==> src/fsag_pkg.sv <==
// Contract
// - Firmware program-space stores write or erase flash, constant reads read flash, external-data reads always go to on-chip RAM.
// - Software may not modify flash unless the store write enable is 1.
// - A software erase proceeds only when both store write enable and store erase enable are 1.
// - The ones complement of the lock byte at the top of user flash is the count of locked 512-byte pages from page 0.
// - The lock-byte page is unlocked while the lock byte is all ones and locked once any bit is zero.
// - Unlocked pages other than the lock-byte page are open to the debug port and to all firmware.
// - Locked pages are refused to the debug port, fault-reset firmware on unlocked pages, and are open to locked firmware.
// - With any page locked, lock-byte page reads and writes are refused to debug and fault unlocked firmware.
// - Firmware erase of the lock-byte page always faults; debug may erase it only while nothing is locked.
// - A debug whole-device erase clears every page, including the lock-byte page, and unlocks everything.
// - A written lock byte may not change; firmware attempts fault, debug attempts are refused, until device erase.
// - Any access to the reserved area is refused to debug and faults firmware.
// - Prohibited debug operations are ignored silently and never reset the device.
// - Every flash-error reset leaves the flash fault flag at 1 after the reset.
// - A lock byte written by user code takes effect only after the next device reset.
package fsag_pkg;
	localparam int ADDR_W = 17;
	localparam int PAGE_W = 8;
	localparam int PAGE_LSB = 9;
	// User space ends just below the reserved block at the top of the array
	localparam logic [ADDR_W-1:0] LOCK_BYTE_ADDR = 17'h1fbff;
	localparam logic [ADDR_W-1:0] RESERVED_BASE = 17'h1fc00;
	localparam logic [PAGE_W-1:0] LOCK_PAGE = LOCK_BYTE_ADDR[ADDR_W-1:PAGE_LSB];
	localparam logic [7:0] LOCK_OPEN = 8'hff;
	localparam logic [7:0] LOCK_RESET_VAL = 8'hff;

	typedef enum logic [2:0] {
		FSAG_OP_READ,
		FSAG_OP_WRITE,
		FSAG_OP_ERASE,
		FSAG_OP_DEV_ERASE,
		FSAG_OP_XDATA_READ
	} fsag_op_type;

	typedef enum logic {
		FSAG_SRC_FW,
		FSAG_SRC_DEBUG
	} fsag_src_type;

	typedef enum logic [1:0] {
		FSAG_TGT_NONE,
		FSAG_TGT_FLASH,
		FSAG_TGT_ONCHIP_EXTERNAL_DATA_RAM
	} fsag_tgt_type;
endpackage : fsag_pkg

==> src/fsag_lock_capture.sv <==
`timescale 1ns/100ps
module fsag_lock_capture
	import fsag_pkg::*;
(
	input  wire logic             core_clk,
	input  wire logic             rst,
	input  wire logic [7:0]       flash_lock_byte,
	input  wire logic             device_erase,
	output logic      [PAGE_W-1:0] locked_pages,
	output logic                  any_locked
);
	logic [7:0] lock_r;
	logic       captured_r;

	// **********************************
	// Lock capture
	// **********************************
	// capture at release
	always_ff @(posedge core_clk) begin
		if (rst) begin
			lock_r     <= LOCK_RESET_VAL;
			captured_r <= 1'b0;
		end else if (device_erase) begin
			lock_r     <= LOCK_OPEN;
			captured_r <= 1'b1;
		end else if (!captured_r) begin
			lock_r     <= flash_lock_byte;
			captured_r <= 1'b1;
		end
	end

	assign locked_pages = ~lock_r;
	assign any_locked = (lock_r != LOCK_OPEN);
endmodule : fsag_lock_capture

==> src/fsag_guard.sv <==
`timescale 1ns/100ps
module fsag_guard
	import fsag_pkg::*;
(
	input  wire logic              core_clk,
	input  wire logic              rst,
	input  wire logic              power_on_rst,
	input  wire logic              store_write_enable,
	input  wire logic              store_erase_enable,
	input  wire logic [7:0]        flash_lock_byte,
	input  wire logic [ADDR_W-1:0] exec_addr,
	input  wire logic              req_valid,
	input  wire fsag_src_type      req_src,
	input  wire fsag_op_type       req_op,
	input  wire logic [ADDR_W-1:0] req_addr,
	output logic                   resp_valid,
	output fsag_tgt_type           resp_target,
	output fsag_op_type            resp_op,
	output logic [ADDR_W-1:0]      resp_addr,
	output logic                   resp_refused,
	output logic                   flash_fault_reset,
	output logic                   flash_fault_reset_flag
);
	logic [PAGE_W-1:0] locked_pages;
	logic              any_locked;
	logic              dev_erase_go;
	logic [PAGE_W-1:0] tgt_page;
	logic [PAGE_W-1:0] exec_page;
	logic              fw_locked;
	logic              tgt_locked;
	logic              tgt_lock_page;
	logic              tgt_reserved;
	logic              is_debug;
	logic              bad;
	fsag_op_type       eff_op;
	fsag_tgt_type      tgt_nxt;
	logic              refuse_nxt;
	logic              fault_nxt;
	logic              resp_valid_r;
	fsag_tgt_type      resp_target_r;
	fsag_op_type       resp_op_r;
	logic [ADDR_W-1:0] resp_addr_r;
	logic              resp_refused_r;
	logic              fault_req_r;
	logic              flag_r;
	logic              rst_prev_r;
	logic              take_req;

	// **********************************
	// Lock state
	// **********************************
	fsag_lock_capture fsag_lock_capture_inst (
		.core_clk        (core_clk),
		.rst             (rst),
		.flash_lock_byte (flash_lock_byte),
		.device_erase    (dev_erase_go),
		.locked_pages    (locked_pages),
		.any_locked      (any_locked)
	);

	// **********************************
	// Address classes
	// **********************************
	assign tgt_page  = req_addr[ADDR_W-1:PAGE_LSB];
	assign exec_page = exec_addr[ADDR_W-1:PAGE_LSB];
	assign is_debug  = (req_src == FSAG_SRC_DEBUG);

	assign tgt_locked    = (tgt_page < locked_pages);
	assign tgt_lock_page = (tgt_page == LOCK_PAGE);
	assign tgt_reserved  = (req_addr >= RESERVED_BASE);

	// Code running from the lock page counts as locked code once anything is locked
	assign fw_locked = (exec_page < locked_pages) || (any_locked && exec_page == LOCK_PAGE);

	// **********************************
	// Operation steering
	// **********************************
	always_comb begin
		eff_op  = req_op;
		tgt_nxt = FSAG_TGT_FLASH;
		if (!is_debug) begin
			unique case (req_op)
				FSAG_OP_XDATA_READ: tgt_nxt = FSAG_TGT_ONCHIP_EXTERNAL_DATA_RAM;
				FSAG_OP_WRITE: begin
					// no store enable means plain RAM write
					if (!store_write_enable) begin
						tgt_nxt = FSAG_TGT_ONCHIP_EXTERNAL_DATA_RAM;
					end else if (store_erase_enable) begin
						eff_op = FSAG_OP_ERASE;
					end
				end
				FSAG_OP_READ: tgt_nxt = FSAG_TGT_FLASH;
				// Firmware has no direct erase or device erase path
				default: tgt_nxt = FSAG_TGT_NONE;
			endcase
		end else if (req_op == FSAG_OP_XDATA_READ) begin
			// Debug has no external-data path, and the store enables guard software only
			tgt_nxt = FSAG_TGT_NONE;
		end
	end

	// **********************************
	// Security decision
	// **********************************
	always_comb begin
		bad = 1'b0;
		if (tgt_nxt == FSAG_TGT_FLASH && eff_op != FSAG_OP_DEV_ERASE) begin
			if (tgt_reserved) begin
				bad = 1'b1;
			end else if (tgt_lock_page && eff_op == FSAG_OP_ERASE) begin
				bad = !is_debug || any_locked;
			end else if (eff_op == FSAG_OP_WRITE && req_addr == LOCK_BYTE_ADDR
				&& flash_lock_byte != LOCK_OPEN) begin
				bad = 1'b1;
			end else if (tgt_lock_page) begin
				bad = any_locked && (is_debug || !fw_locked);
			end else if (tgt_locked) begin
				// locked pages for locked code only
				bad = is_debug || !fw_locked;
			end
		end
	end

	// **********************************
	// Verdict
	// **********************************
	// A bad request is refused to the debug port and faults firmware, one with no target is refused to either; a firmware fault also sets resp_refused
	always_comb begin
		refuse_nxt = 1'b0;
		fault_nxt  = 1'b0;
		if (tgt_nxt == FSAG_TGT_NONE) begin
			refuse_nxt = 1'b1;
		end else if (bad) begin
			refuse_nxt = is_debug;
			fault_nxt  = !is_debug;
		end
	end

	// Intake freezes while a fault reset is pending, so no later request slips past it
	assign take_req = req_valid && !fault_req_r;

	assign dev_erase_go = take_req && is_debug && req_op == FSAG_OP_DEV_ERASE;

	// **********************************
	// Response register
	// **********************************
	always_ff @(posedge core_clk) begin
		if (rst) begin
			resp_valid_r   <= 1'b0;
			resp_target_r  <= FSAG_TGT_NONE;
			resp_op_r      <= FSAG_OP_READ;
			resp_addr_r    <= '0;
			resp_refused_r <= 1'b0;
		end else begin
			// Nothing is taken once a fault reset is under way
			resp_valid_r   <= take_req;
			resp_op_r      <= eff_op;
			resp_addr_r    <= req_addr;
			resp_refused_r <= take_req && (refuse_nxt || fault_nxt);
			if (take_req && !refuse_nxt && !fault_nxt) begin
				resp_target_r <= tgt_nxt;
			end else begin
				resp_target_r <= FSAG_TGT_NONE;
			end
		end
	end

	// **********************************
	// Fault reset
	// **********************************
	// Held until the system answers with a reset, so a slow reset block cannot miss it
	always_ff @(posedge core_clk) begin
		if (rst) begin
			fault_req_r <= 1'b0;
		end else if (req_valid && fault_nxt) begin
			fault_req_r <= 1'b1;
		end
	end

	// **********************************
	// Reset cause
	// **********************************
	always_ff @(posedge core_clk) begin
		if (power_on_rst) begin
			rst_prev_r <= 1'b0;
		end else begin
			rst_prev_r <= rst;
		end
	end

	// Flag survives the reset it caused; any other reset clears it
	always_ff @(posedge core_clk) begin
		if (power_on_rst) begin
			flag_r <= 1'b0;
		end else if (rst && !rst_prev_r) begin
			flag_r <= fault_req_r;
		end
	end

	// **********************************
	// Outputs
	// **********************************
	assign resp_valid             = resp_valid_r;
	assign resp_target            = resp_target_r;
	assign resp_op                = resp_op_r;
	assign resp_addr              = resp_addr_r;
	assign resp_refused           = resp_refused_r;
	assign flash_fault_reset      = fault_req_r;
	assign flash_fault_reset_flag = flag_r;
endmodule : fsag_guard

==> config.mk <==
export PLATFORM = sky130hd
export DESIGN_NAME = fsag_guard
export DESIGN_NICKNAME = d
export VERILOG_FILES = /design/src/fsag_pkg.sv /design/src/fsag_lock_capture.sv /design/src/fsag_guard.sv
export SDC_FILE = /design/constraint.sdc
export NUM_CORES = 1
export LEC_CHECK = 0
export ABC_AREA = 1
export BUFFER_PORTS_ARGS = -buffer_cell sky130_fd_sc_hd__buf_2
export CAP_MARGIN = 40
export CORE_ASPECT_RATIO = 0.6
export CORE_MARGIN = 2
export CORE_UTILIZATION = 45
export DETAILED_ROUTE_END_ITERATION = 6
export PLACE_DENSITY = 0.77
export SYNTH_ARGS = -nofsm -noshare
export SYNTH_HDL_FRONTEND = slang
export SYNTH_HIERARCHICAL = 1
export SYNTH_SLANG_ARGS = --single-unit
==> constraint.sdc <==
create_clock -name core_clk -period 2.75 [get_ports core_clk]
set_clock_uncertainty 0.05 [all_clocks]
set_input_delay 0.275 -clock core_clk [delete_from_list [all_inputs] [get_ports core_clk]]
set_output_delay 0.275 -clock core_clk [all_outputs]
set_load 0.01 [all_outputs]
==> results.yml <==
clock_network:
  clk_latency_ns: 0.27
  clock_sinks: 36
  post_cts_buffers: 0
  cts_buffers: 5
  cts_max_path_buffers: 2
  cts_tree: "yes"
  cts.reportedPaths.clkPinSlew_ns: 0.07
  cts_resized: 0
  hold_buffers: 0
  cts_root_buf: "clkbuf_8"
  htreeDepth: 2
yosys:
  synth-compound-area-share_pct: 4.65
  syn_avg_cell_area_sq_um: 7.22
  yosysWarnings: 6
  synthSimpleGateAreaFrac_pct: 33.6
  synth_xor_area_share_pct: 0
  synth.net_count: 312
  synthAdderAreaFrac_pct: 9.86
  syn_inst: 246
  syn-cell-area_sq_um: 1780
  synth_cell_types: 30
  ys_ff_latch: 36
  muxShareOfSynthArea_pct: 0
  synth_top_family_by_area: "simple AND/OR/NAND/NOR gates"
  yosysSeqAreaShare_pct: 40.6
floorplan:
  start_util_pct: 47.7
  die_area_sq_um: 4480
  chipWidth_microns: 85.1
  die_h_microns: 52.7
  std_cell_rows: 17
  ioPinCount: 78
  core-area_sq_um: 3720
timing:
  setup_violations: 0
  report.final.hold_viol_count: 0
  slew_headroom_pct: 71.1
  finalCritPeriodShare_pct: 63.4
  setup_tns_ns: 0
  max_slew.worst_pin.slew_ns: 0.433
  fmax_ghz: 0.574
  worst_slack_ns: 1.01
  slew_viol_final: 0
  grt_setup_unrepaired: "false"
  fin_crit_ns: 1.74
drt:
  detail_route.first_pass.iterations: 4
  ant_nets: 0
  initialDrtViolationCount: 90
  routed_wl_microns: 3870
  wl_per_cell_microns: 10.6
  drt-vias-per-instance: 4.56
  drc: 0
  dr_total_vias: 1663
hold_path:
  hold_end: "rst_prev_r$_SDFF_PP0_"
  hold_depth: 2
  hp-class: "input pin to flip-flop"
  worstHoldStart: "power_on_rst"
layout:
  fillers: 333
  multi_input_area_sq_um: 855
  nets: 384
  fin_area_sq_um: 2250
  area_delta_synth_final_pct: 26.8
  seq_area_sq_um: 721
  n_antenna_cell: 0
  fin_cells: 365
  layout-drive-gt1-share_pct: 29.6
grt:
  grt_usage_pct: 18.5
  grt.overflow.total: 0
  grt_max_degree: 25
  grt_pass1_vias: 1528
  grt_pass1_wl_microns: 6450
  antenna_found_initial: 0
flow_run:
  max_cap_violations: 0
power:
  power_density_nw_per_um2: 517
  ir_drop_uv: 356
  power.leakage_uw: 0.00130
place:
  io_buffers: 68
  dpl_cell_area_sq_um: 2160
  hpwl_microns: 3190
  place_congestion: 0.853
  placed_cells: 358
  dpl_worst_slack_ns: 1.03
worst_setup_path:
  critPathMaxFanout: 3
  r2r-start: "fsag_lock_capture_inst/lock_r[7]$_SDFFE_PP1N_"
  r2r_setup_slack_ns: 1.01
  crit_required_ns: 2.91
  endpoint_kind: "flip-flop"
  timing.rr.end: "resp_target[1]$_SDFF_PP0_"
  crit_arrival_ns: 1.90
  cp-start-kind: "flip-flop"
  crit_type: "flip-flop to flip-flop"
  rr_worst_depth: 15
status:
  status: "complete, no violations"
[sequential cells by signal (all words and copies together) (netlist names)]
register / count
fsag_lock_capture_inst/lock_r: 8
resp_addr: 17
resp_target: 2
flash_fault_reset_flag: 1
resp_op: 3
resp_valid: 1
rst_prev_r: 1
fsag_lock_capture_inst/captured_r: 1
flash_fault_reset: 1
resp_refused: 1
[critical path: stages, from the launching register on]
cell     delay [ns]
dfxtp_1        0.36
inv_1          0.05
inv_1          0.08
ha_1           0.25
a21oi_1        0.16
o21a_1         0.13
nand2_1        0.05
nand2_1        0.06
nand2_1        0.05
nand2_1        0.05
nand2_1        0.04
nand2_1        0.07
nand2_2        0.06
nand2_2        0.07
nand3_2        0.06
nor2_1         0.10
[through the flow]
step	total power, uW	utilization [%]	hold WS (ns)
floorplan	706	-	0.282
finish	1170	60.5	0.117
global route	1240	60.5	0.113
detailed placement	792	57.9	0.404
CTS	1180	60.5	0.109
global placement	784	57.9	0.404
[metal layers]
metal | global-route usage, % | part of all wire [%] | vias to the layer above
li1 | - | - | 904
met5 | 0 | 0 | -
met2 | 29.3 | 41 | 56
met4 | 3.97 | 0.18 | 0
met3 | 5.98 | 8.0 | 2
met1 | 24.8 | 51 | 701
[synthesized netlist by cell type]
| master | instances | area share, % |
|---|---|---|
| a21boi_1 | 1 | 0.42 |
| dfxtp_1 | 36 | 41 |
| o31ai_1 | 1 | 0.42 |
| o21ai_1 | 1 | 0.28 |
| inv_2 | 8 | 1.7 |
| o21ai_0 | 1 | 0.28 |
| nand2_2 | 2 | 0.70 |
| and3_1 | 1 | 0.35 |
| o21a_1 | 2 | 0.84 |
| nor3b_1 | 1 | 0.42 |
| buf_6 | 1 | 0.63 |
| nor2_4 | 1 | 0.63 |
| a211oi_1 | 1 | 0.42 |
| nand2_4 | 1 | 0.63 |
| inv_4 | 1 | 0.35 |
| nor3_4 | 1 | 0.92 |
| a21oi_1 | 7 | 2.0 |
| nand2_1 | 58 | 12 |
| nor2_1 | 36 | 7.6 |
| nand3_1 | 17 | 4.8 |
| ha_1 | 14 | 9.9 |
| clkbuf_1 | 2 | 0.42 |
| or2_1 | 1 | 0.35 |
| nor2_2 | 2 | 0.70 |
| nand3_2 | 1 | 0.56 |
| inv_1 | 38 | 8.0 |
| nand4_1 | 4 | 1.4 |
| nor3_1 | 3 | 0.84 |
| clkinv_1 | 1 | 0.21 |
| nand4_2 | 2 | 1.4 |
[power breakdown]
group	internal [uW]	switching, uW	leakage, uW
Sequential	551	13.0	0.000299
Clock	223	162	0.0000503
Combinational	89.8	126	0.000952
Total	864	302	0.00130
[layout by cell type (no fill, tap or decap), drive strengths merged]
master   n
buf     68
nand2   61
inv     47
nor2    39
dfxtp   36
nand3   18
ha      14
a21oi    7
clkbuf   7
nand4    6
nor3     4
o21a     2
o21ai    2
clkinv   1
nor3b    1
or2      1
o31ai    1
a21boi   1
and3     1
a211oi   1
[cells by family (layout without fill, tap and decap cells)]
logic type               Yosys count  after routing
AO/OA/AOI/OAI                     14             14
flip-flops                        36             36
adder cells (fa/ha/maj)           14             14
AND/OR/NAND/NOR                  131            131
buffers and inverters             51            123
[worst max-delay path by stage]
stage,start,endpoint,depth (start not counted)
after CTS,fsag_lock_capture_inst/lock_r[7]$_SDFFE_PP1N_,resp_target[1]$_SDFF_PP0_,15
after global routing,fsag_lock_capture_inst/lock_r[7]$_SDFFE_PP1N_,resp_target[1]$_SDFF_PP0_,15
final,fsag_lock_capture_inst/lock_r[7]$_SDFFE_PP1N_,resp_target[1]$_SDFF_PP0_,15
after global placement,fsag_lock_capture_inst/lock_r[5]$_SDFFE_PP1N_,resp_target[1]$_SDFF_PP0_,15
after detailed placement,fsag_lock_capture_inst/lock_r[7]$_SDFFE_PP1N_,resp_target[1]$_SDFF_PP0_,15
after floorplan,fsag_lock_capture_inst/lock_r[7]$_SDFFE_PP1N_,resp_target[0]$_SDFF_PP0_,14
[final cells by class]
type | instances | share of cell area (%)
inverter | 48 | 8.11
timing repair buffer | 68 | 15.1
clock buffer | 7 | 4.28
tap | 47 | 2.61
multi-input combinational | 159 | 37.9
sequential | 36 | 32.0
(Power assumes the default switching activity.)
